`src/inc/fpes_pkg.sv`:
```
package fpes_pkg;

  // Widths of the flash bus.
  localparam int AW = 18;
  localparam int DW = 16;

  // Timing, in nanoseconds and derived clock counts.
  localparam int CLK_NS        = 40;
  localparam int T_WP_NS       = 50;
  localparam int T_ACC_NS      = 120;
  localparam int T_SECT_WIN_NS = 80000;
  localparam int SYNC_LAT      = 5;
  localparam logic [3:0] WP_CYC   = 4'((T_WP_NS + CLK_NS - 1) / CLK_NS);
  localparam logic [3:0] RD_CYC   = 4'((T_ACC_NS + CLK_NS - 1) / CLK_NS + SYNC_LAT);
  localparam logic [3:0] TMR_ONE  = 4'h1;
  localparam logic [11:0] WIN_CYC    = 12'(T_SECT_WIN_NS / CLK_NS);
  localparam logic [11:0] ADD_MARGIN = 12'h020;
  localparam logic [11:0] WIN_MAX    = 12'hFFF;

  // Register byte offsets.
  localparam logic [4:0] REG_CTRL = 5'h00;
  localparam logic [4:0] REG_ADDR = 5'h04;
  localparam logic [4:0] REG_DATA = 5'h08;
  localparam logic [4:0] REG_STAT = 5'h0C;

  // Control fields.
  localparam int CTRL_OP_LSB = 0;
  localparam int CTRL_OP_MSB = 2;
  localparam int CTRL_HWRST  = 8;

  // Status fields.
  localparam int ST_BUSY   = 0;
  localparam int ST_DONE   = 1;
  localparam int ST_FAIL   = 2;
  localparam int ST_LATE   = 3;
  localparam int ST_READY  = 4;
  localparam int ST_RD_LSB = 16;

  // Operation codes written to the control register.
  localparam logic [2:0] OP_NONE  = 3'h0;
  localparam logic [2:0] OP_PROG  = 3'h1;
  localparam logic [2:0] OP_CHIP  = 3'h2;
  localparam logic [2:0] OP_SECT  = 3'h3;
  localparam logic [2:0] OP_ADD   = 3'h4;
  localparam logic [2:0] OP_RESET = 3'h5;
  localparam logic [2:0] OP_READ  = 3'h6;

  // Command cycles seen by the flash.
  localparam logic [AW-1:0] UNLK_ADDR1 = 18'h00555;
  localparam logic [AW-1:0] UNLK_ADDR2 = 18'h002AA;
  localparam logic [DW-1:0] CMD_UNLK1  = 16'h00AA;
  localparam logic [DW-1:0] CMD_UNLK2  = 16'h0055;
  localparam logic [DW-1:0] CMD_PROG   = 16'h00A0;
  localparam logic [DW-1:0] CMD_ESETUP = 16'h0080;
  localparam logic [DW-1:0] CMD_CHIP   = 16'h0010;
  localparam logic [DW-1:0] CMD_SECT   = 16'h0030;
  localparam logic [DW-1:0] CMD_RESET  = 16'h00F0;
  localparam logic [2:0] LEN_PROG  = 3'h4;
  localparam logic [2:0] LEN_ERASE = 3'h6;
  localparam logic [2:0] LEN_ONE   = 3'h1;
  localparam logic [2:0] SECT_LAST = 3'h5;

  // Status bit positions on the data pins.
  localparam int DQ_POLL = 7;
  localparam int DQ_TOUT = 5;

  typedef enum logic [2:0] {S_IDLE, S_WSET, S_WLOW, S_WHOLD, S_RLOW, S_RHOLD} fpes_state_t;

endpackage

```
`src/rtl/fpes_sync3.sv`:
```
`timescale 1ns/1ps
module fpes_sync3 #(
  parameter int W = 1
) (
  // Clock and reset
  input  wire logic         clk,
  input  wire logic         rst_n,
  // Asynchronous input and its settled copy
  input  wire logic [W-1:0] d,
  output logic      [W-1:0] q
);

  logic [W-1:0] s1_q;
  logic [W-1:0] s2_q;
  logic [W-1:0] s3_q;
  logic [W-1:0] q_q;

  // A change is taken only once two later stages agree, so a one-cycle glitch never lands.
  always_ff @(posedge clk or negedge rst_n)
  begin
    if (!rst_n)
    begin
      s1_q <= '0;
      s2_q <= '0;
      s3_q <= '0;
      q_q  <= '0;
    end
    else
    begin
      s1_q <= d;
      s2_q <= s1_q;
      s3_q <= s2_q;
      if (s2_q == s3_q)
        q_q <= s3_q;
    end
  end

  assign q = q_q;

endmodule

```
`src/rtl/fpes_host.sv`:
```
`timescale 1ns/1ps
// Function
// - A program operation is exactly four writes and programs one location.
// - Program writes: two unlock cycles, program setup, then address with data.
// - Chip erase: two unlocks, setup, two unlocks, chip erase command.
// - Sector erase ends with command 30H written to an address in the sector.
// - Extra sectors must be written within 80 us of the previous write.
// - While polling sector erase, read only inside the sectors being erased.
module fpes_host (
  // Clock and reset
  input  wire logic        CLK,
  input  wire logic        RESETN,
  // Avalon-MM slave
  input  wire logic [4:0]  AVS_ADDRESS,
  input  wire logic        AVS_READ,
  input  wire logic        AVS_WRITE,
  input  wire logic [31:0] AVS_WRITEDATA,
  input  wire logic [3:0]  AVS_BYTEENABLE,
  output logic      [31:0] AVS_READDATA,
  output logic             AVS_WAITREQUEST,
  // Flash pins
  output logic      [17:0] FL_ADDR,
  output logic      [15:0] FL_DQ_O,
  output logic             FL_DQ_OE,
  input  wire logic [15:0] FL_DQ_I,
  output logic             FL_CE_N,
  output logic             FL_WE_N,
  output logic             FL_OE_N,
  output logic             FL_RESET_N,
  input  wire logic        FL_READY_BUSY_OUT
);

  fpes_pkg::fpes_state_t st_q;
  logic                  wait_q;
  logic [31:0]           rdata_q;
  logic [17:0]           reg_addr_q;
  logic [15:0]           reg_data_q;
  logic                  hwrst_q;
  logic [3:0]            tmr_q;
  logic [2:0]            step_q;
  logic [2:0]            op_q;
  logic [17:0]           op_addr_q;
  logic [15:0]           data_lat_q;
  logic [15:0]           rd_data_q;
  logic                  poll_q;
  logic                  t5_q;
  logic                  fail_pend_q;
  logic                  add_pend_q;
  logic                  done_q;
  logic                  fail_q;
  logic                  late_q;
  logic [11:0]           win_q;
  logic [3:0]            we_cnt_q;
  logic [17:0]           fl_addr_q;
  logic [15:0]           fl_dq_q;
  logic                  fl_oe_q;
  logic                  ce_n_q;
  logic                  we_n_q;
  logic                  oe_n_q;
  logic                  rst_n_q;
  logic [15:0]           dq_s;
  logic                  ready_s;
  logic                  wr_acc;
  logic                  ctrl_wr;
  logic [2:0]            cmd_op;
  logic                  start;
  logic                  busy;
  logic                  exp7;
  logic [31:0]           addr_m;
  logic [31:0]           data_m;
  logic [31:0]           stat;
  logic [33:0]           seq_w;

  function automatic logic [31:0] be_merge(input logic [31:0] old, input logic [31:0] nw,
                                           input logic [3:0] be);
    logic [31:0] r;
    r = old;
    for (int i = 0; i < 4; i++)
      if (be[i])
        r[i*8 +: 8] = nw[i*8 +: 8];
    return r;
  endfunction

  // One command cycle as {address, data} for an operation and step.
  function automatic logic [33:0] seq_word(input logic [2:0] op, input logic [2:0] step,
                                           input logic [17:0] a, input logic [15:0] d);
    logic [33:0] r;
    r = {fpes_pkg::UNLK_ADDR1, fpes_pkg::CMD_RESET};
    case (step)
      3'h0:    r = {fpes_pkg::UNLK_ADDR1, fpes_pkg::CMD_UNLK1};
      3'h1:    r = {fpes_pkg::UNLK_ADDR2, fpes_pkg::CMD_UNLK2};
      3'h2:    r = {fpes_pkg::UNLK_ADDR1,
                    (op == fpes_pkg::OP_PROG) ? fpes_pkg::CMD_PROG : fpes_pkg::CMD_ESETUP};
      3'h3:    r = (op == fpes_pkg::OP_PROG) ? {a, d} :
                   {fpes_pkg::UNLK_ADDR1, fpes_pkg::CMD_UNLK1};
      3'h4:    r = {fpes_pkg::UNLK_ADDR2, fpes_pkg::CMD_UNLK2};
      3'h5:    r = (op == fpes_pkg::OP_CHIP) ? {fpes_pkg::UNLK_ADDR1, fpes_pkg::CMD_CHIP} :
                   {a, fpes_pkg::CMD_SECT};
      default: r = {fpes_pkg::UNLK_ADDR1, fpes_pkg::CMD_RESET};
    endcase
    if (op == fpes_pkg::OP_RESET)
      r = {fpes_pkg::UNLK_ADDR1, fpes_pkg::CMD_RESET};
    return r;
  endfunction

  function automatic logic [2:0] seq_len(input logic [2:0] op);
    case (op)
      fpes_pkg::OP_PROG: return fpes_pkg::LEN_PROG;
      fpes_pkg::OP_CHIP: return fpes_pkg::LEN_ERASE;
      fpes_pkg::OP_SECT: return fpes_pkg::LEN_ERASE;
      default:           return fpes_pkg::LEN_ONE;
    endcase
  endfunction

  fpes_sync3 #(.W(16)) u_dq_sync (.clk(CLK), .rst_n(RESETN), .d(FL_DQ_I), .q(dq_s));
  fpes_sync3 #(.W(1)) u_rb_sync (.clk(CLK), .rst_n(RESETN), .d(FL_READY_BUSY_OUT), .q(ready_s));

  ////////////////////////////////////////////////////////////////////////////////////////////
  assign wr_acc  = AVS_WRITE && !wait_q;
  assign ctrl_wr = wr_acc && AVS_ADDRESS == fpes_pkg::REG_CTRL && AVS_BYTEENABLE[0];
  assign cmd_op  = AVS_WRITEDATA[fpes_pkg::CTRL_OP_MSB:fpes_pkg::CTRL_OP_LSB];
  assign busy    = st_q != fpes_pkg::S_IDLE;
  assign addr_m  = be_merge({14'h0000, reg_addr_q}, AVS_WRITEDATA, AVS_BYTEENABLE);
  assign data_m  = be_merge({16'h0000, reg_data_q}, AVS_WRITEDATA, AVS_BYTEENABLE);
  assign seq_w   = seq_word(op_q, step_q, op_addr_q, data_lat_q);
  assign exp7    = (op_q == fpes_pkg::OP_PROG) ? data_lat_q[fpes_pkg::DQ_POLL] : 1'b1;
  // Busy refuses commands
  // New work is refused while busy, since the flash itself would drop it.
  assign start   = ctrl_wr && !busy && !hwrst_q &&
                   (cmd_op == fpes_pkg::OP_PROG || cmd_op == fpes_pkg::OP_CHIP ||
                    cmd_op == fpes_pkg::OP_SECT || cmd_op == fpes_pkg::OP_RESET ||
                    cmd_op == fpes_pkg::OP_READ);

  always_comb
  begin
    stat = '0;
    stat[fpes_pkg::ST_BUSY]  = busy;
    stat[fpes_pkg::ST_DONE]  = done_q;
    stat[fpes_pkg::ST_FAIL]  = fail_q;
    stat[fpes_pkg::ST_LATE]  = late_q;
    stat[fpes_pkg::ST_READY] = ready_s;
    stat[fpes_pkg::ST_RD_LSB +: 16] = rd_data_q;
  end

  // Every access answers one cycle after it is seen; unmapped reads return zero.
  always_ff @(posedge CLK or negedge RESETN)
  begin
    if (!RESETN)
    begin
      wait_q  <= 1'b1;
      rdata_q <= '0;
    end
    else
    begin
      wait_q <= !((AVS_READ || AVS_WRITE) && wait_q);
      if (AVS_READ && wait_q)
        case (AVS_ADDRESS)
          fpes_pkg::REG_ADDR: rdata_q <= {14'h0000, reg_addr_q};
          fpes_pkg::REG_DATA: rdata_q <= {16'h0000, reg_data_q};
          fpes_pkg::REG_STAT: rdata_q <= stat;
          default:            rdata_q <= '0;
        endcase
    end
  end

  always_ff @(posedge CLK or negedge RESETN)
  begin
    if (!RESETN)
    begin
      reg_addr_q <= '0;
      reg_data_q <= '0;
      hwrst_q    <= 1'b0;
    end
    else if (wr_acc)
    begin
      if (AVS_ADDRESS == fpes_pkg::REG_ADDR)
        reg_addr_q <= addr_m[17:0];
      if (AVS_ADDRESS == fpes_pkg::REG_DATA)
        reg_data_q <= data_m[15:0];
      if (AVS_ADDRESS == fpes_pkg::REG_CTRL && AVS_BYTEENABLE[1])
        hwrst_q <= AVS_WRITEDATA[fpes_pkg::CTRL_HWRST];
    end
  end

  ////////////////////////////////////////////////////////////////////////////////////////////
  always_ff @(posedge CLK or negedge RESETN)
  begin
    if (!RESETN)
    begin
      st_q        <= fpes_pkg::S_IDLE;
      tmr_q       <= '0;
      step_q      <= '0;
      op_q        <= fpes_pkg::OP_NONE;
      op_addr_q   <= '0;
      data_lat_q  <= '0;
      rd_data_q   <= '0;
      poll_q      <= 1'b0;
      t5_q        <= 1'b0;
      fail_pend_q <= 1'b0;
      add_pend_q  <= 1'b0;
      done_q      <= 1'b0;
      fail_q      <= 1'b0;
      late_q      <= 1'b0;
    end
    else if (hwrst_q)
    begin
      if (busy)
        fail_q <= 1'b1;
      st_q        <= fpes_pkg::S_IDLE;
      poll_q      <= 1'b0;
      add_pend_q  <= 1'b0;
      fail_pend_q <= 1'b0;
    end
    else
    begin
      if (busy && tmr_q != '0)
        tmr_q <= tmr_q - fpes_pkg::TMR_ONE;
      else
        case (st_q)
          fpes_pkg::S_IDLE:
            if (start)
            begin
              op_q        <= cmd_op;
              op_addr_q   <= reg_addr_q;
              data_lat_q  <= reg_data_q;
              step_q      <= '0;
              done_q      <= 1'b0;
              fail_q      <= 1'b0;
              late_q      <= 1'b0;
              t5_q        <= 1'b0;
              poll_q      <= 1'b0;
              fail_pend_q <= 1'b0;
              add_pend_q  <= 1'b0;
              st_q  <= (cmd_op == fpes_pkg::OP_READ) ? fpes_pkg::S_RLOW : fpes_pkg::S_WSET;
              tmr_q <= (cmd_op == fpes_pkg::OP_READ) ? fpes_pkg::RD_CYC : fpes_pkg::WP_CYC;
            end
          fpes_pkg::S_WSET:
          begin
            st_q  <= fpes_pkg::S_WLOW;
            tmr_q <= fpes_pkg::WP_CYC;
          end
          fpes_pkg::S_WLOW:
          begin
            st_q  <= fpes_pkg::S_WHOLD;
            tmr_q <= fpes_pkg::WP_CYC;
          end
          fpes_pkg::S_WHOLD:
            if (step_q + 3'h1 < seq_len(op_q))
            begin
              step_q <= step_q + 3'h1;
              st_q   <= fpes_pkg::S_WSET;
              tmr_q  <= fpes_pkg::WP_CYC;
            end
            else if (op_q != fpes_pkg::OP_RESET)
            begin
              poll_q <= 1'b1;
              st_q   <= fpes_pkg::S_RLOW;
              tmr_q  <= fpes_pkg::RD_CYC;
            end
            else
            begin
              st_q   <= fpes_pkg::S_IDLE;
              done_q <= !fail_pend_q;
              fail_q <= fail_pend_q;
            end
          fpes_pkg::S_RLOW:
          begin
            rd_data_q <= dq_s;
            st_q      <= fpes_pkg::S_RHOLD;
            tmr_q     <= fpes_pkg::WP_CYC;
          end
          fpes_pkg::S_RHOLD:
            if (!poll_q)
            begin
              st_q   <= fpes_pkg::S_IDLE;
              done_q <= 1'b1;
            end
            else if (add_pend_q)
            begin
              add_pend_q <= 1'b0;
              if (win_q < fpes_pkg::WIN_CYC - fpes_pkg::ADD_MARGIN)
              begin
                op_addr_q <= reg_addr_q;
                step_q    <= fpes_pkg::SECT_LAST;
                st_q      <= fpes_pkg::S_WSET;
                tmr_q     <= fpes_pkg::WP_CYC;
              end
              else
              begin
                late_q <= 1'b1;
                st_q   <= fpes_pkg::S_RLOW;
                tmr_q  <= fpes_pkg::RD_CYC;
              end
            end
            else if (rd_data_q[fpes_pkg::DQ_POLL] == exp7)
            begin
              st_q   <= fpes_pkg::S_IDLE;
              done_q <= 1'b1;
              poll_q <= 1'b0;
            end
            else if (t5_q)
            begin
              fail_pend_q <= 1'b1;
              op_q        <= fpes_pkg::OP_RESET;
              step_q      <= '0;
              poll_q      <= 1'b0;
              st_q        <= fpes_pkg::S_WSET;
              tmr_q       <= fpes_pkg::WP_CYC;
            end
            else
            begin
              t5_q  <= rd_data_q[fpes_pkg::DQ_TOUT];
              st_q  <= fpes_pkg::S_RLOW;
              tmr_q <= fpes_pkg::RD_CYC;
            end
          default: st_q <= fpes_pkg::S_IDLE;
        endcase
      // Only sector adds
      // Placed last so that a new request survives the service of an older one.
      if (ctrl_wr && cmd_op == fpes_pkg::OP_ADD && poll_q && op_q == fpes_pkg::OP_SECT)
        add_pend_q <= 1'b1;
    end
  end

  always_ff @(posedge CLK or negedge RESETN)
  begin
    if (!RESETN)
      win_q <= '0;
    else if (st_q == fpes_pkg::S_WHOLD && op_q == fpes_pkg::OP_SECT)
      win_q <= '0;
    else if (win_q != fpes_pkg::WIN_MAX)
      win_q <= win_q + 12'h001;
  end

  always_ff @(posedge CLK or negedge RESETN)
  begin
    if (!RESETN)
      we_cnt_q <= '0;
    else if (start)
      we_cnt_q <= '0;
    else if (st_q == fpes_pkg::S_WLOW && tmr_q == '0)
      we_cnt_q <= we_cnt_q + 4'h1;
  end

  ////////////////////////////////////////////////////////////////////////////////////////////
  // Write strobes inside address; read strobes fall with it
  always_ff @(posedge CLK or negedge RESETN)
  begin
    if (!RESETN)
    begin
      fl_addr_q <= '0;
      fl_dq_q   <= '0;
      fl_oe_q   <= 1'b0;
      ce_n_q    <= 1'b1;
      we_n_q    <= 1'b1;
      oe_n_q    <= 1'b1;
      rst_n_q   <= 1'b0;
    end
    else
    begin
      rst_n_q <= !hwrst_q;
      case (st_q)
        fpes_pkg::S_WSET:
        begin
          fl_addr_q <= seq_w[33:16];
          fl_dq_q   <= seq_w[15:0];
          fl_oe_q   <= 1'b1;
          ce_n_q    <= 1'b1;
          we_n_q    <= 1'b1;
          oe_n_q    <= 1'b1;
        end
        fpes_pkg::S_WLOW:
        begin
          ce_n_q <= 1'b0;
          we_n_q <= 1'b0;
        end
        fpes_pkg::S_WHOLD:
        begin
          ce_n_q <= 1'b1;
          we_n_q <= 1'b1;
        end
        fpes_pkg::S_RLOW:
        begin
          fl_addr_q <= op_addr_q;
          fl_oe_q   <= 1'b0;
          ce_n_q    <= 1'b0;
          oe_n_q    <= 1'b0;
        end
        default:
        begin
          fl_oe_q <= 1'b0;
          ce_n_q  <= 1'b1;
          we_n_q  <= 1'b1;
          oe_n_q  <= 1'b1;
        end
      endcase
    end
  end

  assign AVS_READDATA    = rdata_q;
  assign AVS_WAITREQUEST = wait_q;
  assign FL_ADDR         = fl_addr_q;
  assign FL_DQ_O         = fl_dq_q;
  assign FL_DQ_OE        = fl_oe_q;
  assign FL_CE_N         = ce_n_q;
  assign FL_WE_N         = we_n_q;
  assign FL_OE_N         = oe_n_q;
  assign FL_RESET_N      = rst_n_q;
endmodule

```
`config.mk`:
```
export PLATFORM = sky130hd
export DESIGN_NAME = fpes_host
export DESIGN_NICKNAME = d
export VERILOG_FILES = /design/src/inc/fpes_pkg.sv /design/src/rtl/fpes_sync3.sv /design/src/rtl/fpes_host.sv
export SDC_FILE = /design/constraint.sdc
export NUM_CORES = 1
export LEC_CHECK = 0
export BUFFER_PORTS_ARGS = -buffer_cell sky130_fd_sc_hd__buf_2
export CAP_MARGIN = 0
export CORE_ASPECT_RATIO = 1.25
export CORE_MARGIN = 2
export CORE_UTILIZATION = 55
export CTS_BUF_LIST = sky130_fd_sc_hd__clkbuf_16
export DETAILED_ROUTE_END_ITERATION = 6
export GPL_ROUTABILITY_DRIVEN = 0
export PLACE_DENSITY = 0.87
export SLEW_MARGIN = 20
export SYNTH_ARGS = -nofsm -noshare
export SYNTH_HDL_FRONTEND = slang
export SYNTH_SLANG_ARGS = --single-unit
```
`constraint.sdc`:
```
create_clock -name CLK -period 3.45 [get_ports CLK]
set_clock_uncertainty 0.2 [all_clocks]
set_input_delay 0.1725 -clock CLK [delete_from_list [all_inputs] [get_ports CLK]]
set_output_delay 0.1725 -clock CLK [all_outputs]
set_load 0.05 [all_outputs]
```
Word level (Yosys, flattened, before mapping) --
Index checks and enable logic that the tools add are counted.
Cells by class: reduce and logical (&&, ||, !) cells 63, add/subtract/negate cells 3, $lt $le $gt $ge 2, equality and inequality tests 61, mux-type cells 103, bitwise logic cells 2
Operator list (count):
- 34-bit one-hot mux with 5 select lines | 1
- 34-bit 2-to-1 mux | 3
- 32-bit one-hot mux with 3 select lines | 1
- 3-bit 2-to-1 mux | 26
- 18-bit 2-to-1 mux | 4
- 18-bit one-hot mux with 2 select lines | 2
- 3-bit inequality test, second input constant | 16
- 4-bit 2-to-1 mux | 10
- 1-bit 2-to-1 mux | 38
- 7-bit AND reduction | 4
- 3-bit by 2-bit == test with 1-bit output, second input constant | 8
- 3-bit == test, second input constant | 8
- 12-bit 2-to-1 mux | 2
- 2-bit inequality test, second input constant | 12
- 3-bit one-hot mux with 6 select lines | 1
- 3-bit AND reduction | 6
- 16-bit == test | 1
- 4-bit inequality test, second input constant | 4
- 1-bit one-hot mux with 2 select lines | 8
- 4-bit one-hot mux with 4 select lines | 1
- 8-bit AND reduction | 2
- 1-bit logical AND | 14
- 12-bit by 1-bit adder with 12-bit output, second input constant | 1
- 3-bit by 1-bit == test with 1-bit output, second input constant | 4
- other kinds (30) | 57
Word-level totals: bits in registers 257, logic and storage cells 272, output and inout port bits 72

Logic depth before layout (Yosys ltp) --
depth after elaboration 12, mapped depth 11, gate-level depth less buffers 10

Modules after synthesis --
Synthesis repeated with hierarchy kept, for this count alone.
Second synthesis, totals: cells, all modules 859, area, all modules 10597.7 um^2
By module, submodules not included:
- fpes_host | cells an instance 752, area each 8471.9 um^2, times used 1, seq. area each 4734.5 um^2
- fpes_sync3 (u_dq_sync) | cells an instance 102, area each 2014.4 um^2, times used 1, seq. area each 1601.5 um^2
- fpes_sync3 (u_rb_sync) | cells an instance 5, area each 111.4 um^2, times used 1, seq. area each 100.1 um^2

Least setup slack after synthesis --
OpenSTA, ideal clock, no wires.
path type reg-to-reg, start point register step_q[2], end point register step_q[0], path buffers 1, cell stages (with the launch flop) 11, setup slack 0.744 ns, arrival 2.382 ns, cells stage by stage dfrtp_1 -> clkbuf_1 -> inv_1 -> ha_1 -> inv_1 -> ha_1 -> o21ai_0 -> a32o_1 -> and2_1 -> o31ai_2 -> mux2_2
On the way: cells in the longest elaborated chain, start to end 4
Ends and longest elaborated chain:
- start: declaration | line fpes_host.sv:40 | logic [2:0] step_q;
- start signal: assignment | line fpes_host.sv:250 | step_q <= step_q + 3'h1;
- start signal: assignment | line fpes_host.sv:284 | step_q <= fpes_pkg::SECT_LAST;
- 3-bit by 1-bit adder with 3-bit output | line fpes_host.sv:248 | if (step_q + 3'h1 < seq_len(op_q))
- 3-bit less-than comparator | line fpes_host.sv:248
- 2-bit inequality test (no source line)
- 9-bit AND reduction (no source line)
Every way passes these cells. A chain may end at the register's enable or synchronous reset.

Worst setup path after layout --
start point input port AVS_ADDRESS[3], end point register data_lat_q[14]
On the way: cells in the longest elaborated chain, start to end 7
Ends and longest elaborated chain:
- start: declaration | line fpes_host.sv:14 | input wire logic [4:0] AVS_ADDRESS,
- 5-bit zero test | line fpes_host.sv:120 | assign ctrl_wr = wr_acc && AVS_ADDRESS == fpes_pkg::REG_CTRL && AVS_BYTEENABLE[0];
- 1-bit logical AND (2 in series) | line fpes_host.sv:120
- 1-bit logical AND (3 in series) | line fpes_host.sv:129 | assign start = ctrl_wr && !busy && !hwrst_q &&
- 4-bit AND reduction (no source line)
- end signal: assignment | line fpes_host.sv:225 | data_lat_q <= reg_data_q;
- end: declaration | line fpes_host.sv:43 | logic [15:0] data_lat_q;
Every way passes these cells.

==> results.md <==
- Core Region: 0.01885 mm2
- Worst-path fanout max: 19
- Switch share: 0.3422
- Yosys top cell by area: dfrtp_1
- Ranking of synthesized cells by area: dfrtp_1 60%, mux2_2 11%, nand2_1 3.4%, o21ai_0 3.2%, nor2_1 2.4%
- Flop pwr share: 0.447
- DR WL/cell: 21.07 um
- Num Clock Sinks: 257
- Clk slew on worst S/H paths: 0.06 ns
- Seq cells post-synth: 257
- Final setup violation count: 0
- Die height: 159.2 um
- Area of the die: 0.02041 mm2
- Max IR drop VDD: 0.5220 mV
- Psw: 2.879 mW
- Top-count cell post-synth: dfrtp_1
- Drt pass-1 iters: 6
- MaxCap Viol Count: 0
- Async SR Flop Fraction: 1.000
- Worst-margin pin slew: 0.9708 ns
- Final Critical Period: 3.129 ns
- Final net count: 1118
- Post-DP HPWL: 16800 um
- Largest net degree at the start of global routing: 118
- Via count: 7699
- CTS Root Cell: clkbuf_16
- CP Cell Sequence: dlygate4sd3_1, buf_2, nor4_4, dlygate4sd3_1, nor3b_1, o2111ai_1, nor2_2, buf_4, mux2_2
- DR iter-0 viols: 584
- Hold Crit Class: input pin to flop
- Power share of the combinational group: 0.256
- CTS max path bufs: 3
- Leak: 6.106 nW
- Syn Nets: 948
- Final Power: 8.413 mW
- Remaining global-route overflow: 0
- Final ANT Viol Nets: 0
- Syn Area/Cell: 12.09 um2
- Fmax: 319.6 MHz
- Top layer in use: met4
- Top cells by count, synth: 253 x dfrtp_1, 105 x mux2_2, 96 x nand2_1
- Critical path data required time: 3.65 ns
- CTS buffer count: 24
- Post-synth EDFFs: 0
- Ys Warns: 0
- H-tree depth: 1
- First-pass GRT wire length: 43840 um
- I/O Pins: 134
- Ant. Diodes: 0
- Drt total wl: 27260 um
- Metal3 WL: 1813 um
- Layout cells sized above 1: 0.2825
- Hold buffer count at cts: 46
- WS Path Type: input pin to flop
- Metal1 wirelength: 10170 um
- Buffers on Ports: 118
- Mapped Cells: 877
- Post-CTS Resized: 0
- Initial Util: 0.5624
- Cell area after synthesis: 0.01060 mm2
- Internal Power: 5.535 mW
- Worst EP arrival: 3.33 ns
- CP max-delay cell: dlygate4sd3_1
- Fill cells: 1232
- Tcrit/Tclk final: 0.9071
- Met2 wire len: 14160 um
- Startpoint types: input pin
- Crit-path most repeated cell: dlygate4sd3_1
- All-layer global routing usage: 0.2718
- Critical Path End Type: flop
- Seq/Total Area, Yosys: 0.6072
- DRC violations left: 0
- Routed vias/inst: 5.950
- Synthesis-to-finish area growth: 19.44%
- Antenna violations before repair: 0
- Core Rows: 56
- Unique masters post-synth: 64
- Die Width: 128.2 um
- Clock latency on the worst-skew pair: 0.52 ns
- TritonCTS clock tree: done
- Largest stage delay, worst path: 0.64 ns
- Clock share of power: 0.298
- Vias in the first global route: 8141
- Unrepaired setup endpoints after global routing: no
- Slew Limit Fails: 0
- Top cell type's share of synthesized area: 0.5973
- Cell Pwr Density: 664.5 mW/mm2
- Rel. slew slack: 0.3460
- Status: completed
- Post-synth top flop: dfrtp_1
- Final Hold Viols: 0
- Setup Buffers After CTS: 0
- Final TNS setup: 0 ns
==> kinds of logic after synthesis <==
family / after synthesis / synth area share
flip-flops: 257 / 0.6072
AND/OR/NAND/NOR: 250 / 0.1111
AO/OA/AOI/OAI: 154 / 0.09124
multiplexers: 125 / 0.1356
buffers and inverters: 56 / 0.02266
XOR/XNOR: 25 / 0.02066
adder cells (fa/ha/maj): 10 / 0.01157
==> power by group through the flow <==
stage               registers, mW  logic [mW]  clock network, mW
global route                 3.80        2.35               2.66
floorplan                    4.17        1.10                  0
detailed placement           3.79        2.07                  0
global placement             3.76        2.02                  0
CTS                          3.74        2.13               2.51
finish                       3.76        2.15               2.51
==> final cells by class <==
class / instances / area [um2] / share of cell area
timing repair buffer: 183 / 1216 / 0.09606
tap: 232 / 290.3 / 0.02293
inverter: 17 / 63.81 / 0.005040
clock inverter: 16 / 105.1 / 0.008301
clock buffer: 25 / 625.6 / 0.04941
multi-input combinational: 564 / 3924 / 0.3099
sequential: 257 / 6436 / 0.5084
==> worst paths after layout <==
| check | from | end | slack (ns) | cells after the start |
|---|---|---|---|---|
| worst max-delay path | AVS_ADDRESS[3] | data_lat_q[14]$_DFFE_PN0P_ | 0.32 | 9 |
| worst min-delay path | FL_DQ_I[0] | u_dq_sync.s1_q[0]$_DFF_PN0_ | 0.1 | 2 |
| worst max register to register | step_q[0]$_DFFE_PN0P_ | step_q[2]$_DFFE_PN0P_ | 0.57 | 9 |
| worst min register to register | u_dq_sync.s1_q[8]$_DFF_PN0_ | u_dq_sync.s2_q[8]$_DFF_PN0_ | 0.15 | 0 |
| max in group asynchronous | RESETN | FL_DQ_O[2]$_DFFE_PN0P_ | 2.06 | 3 |
| min in group asynchronous | RESETN | u_dq_sync.s2_q[2]$_DFF_PN0_ | 0.12 | 2 |
==> critical path, delay by kind of cell <==
family	cells	cell delay, ns
and+or+nand+nor	3	0.95
AOI/OAI and AO/OA	1	0.21
muxes	1	0.38
buffers and inverters	4	1.59
==> flip-flops by register name (all words and copies together) (netlist names), 12 cells and up <==
name            flops
data_lat_q         16
rd_data_q          16
FL_DQ_O            16
reg_data_q         16
win_q              12
FL_ADDR            18
u_dq_sync.s3_q     16
op_addr_q          18
u_dq_sync.s1_q     16
reg_addr_q         18
AVS_READDATA       32
u_dq_sync.q        16
u_dq_sync.s2_q     16
==> metal layers <==
layer  GRT usage  vias to the layer above
li1            -                     3422
met1      0.3329                     3817
met2      0.4733                      371
met3     0.04603                       89
met4      0.1169                        0
met5           0                        -
==> layout by cell type (no fill, tap or decap), types with 5 or more instances in the layout <==
| master | synthesis | final |
|---|---|---|
| mux2_4 | 11 | 11 |
| mux2i_1 | 9 | 9 |
| xor2_1 | 21 | 21 |
| buf_4 | 1 | 18 |
| inv_1 | 16 | 19 |
| ha_1 | 9 | 9 |
| nand4_1 | 8 | 8 |
| buf_2 | 6 | 117 |
| a21oi_1 | 23 | 23 |
| clkinv_1 | 1 | 5 |
| o21ai_0 | 67 | 67 |
| a22o_1 | 8 | 8 |
| nand3_1 | 24 | 24 |
| dfrtp_1 | 253 | 253 |
| nor2_1 | 68 | 68 |
| dlygate4sd3_1 | 0 | 46 |
| nor2b_1 | 6 | 6 |
| a221oi_1 | 5 | 5 |
| clkbuf_16 | 0 | 25 |
| and2_1 | 6 | 6 |
| nand2_1 | 96 | 96 |
| nor3_1 | 9 | 9 |
| clkinv_2 | 0 | 5 |
| a31oi_1 | 9 | 9 |
| nand2b_1 | 5 | 5 |
| a22oi_1 | 11 | 11 |
| mux2_2 | 105 | 105 |
==> stage by stage <==
| stage | util | cells | hold slack [ns] | setup slack, ns | instance area (um2) |
|---|---|---|---|---|---|
| floorplan | - | 877 | -0.3231 | 0.7436 | 10600 |
| global placement | 0.6085 | 1207 | 0.08021 | 0.6334 | 11470 |
| detailed placement | 0.6085 | 1207 | 0.08181 | 0.5897 | 11470 |
| CTS | 0.6717 | 1294 | 0.08248 | 0.4114 | 12660 |
| global route | 0.6717 | 1294 | 0.08431 | 0.2574 | 12660 |
| finish | 0.6717 | 1294 | 0.09543 | 0.3206 | 12660 |
(Power assumes the default switching activity.)
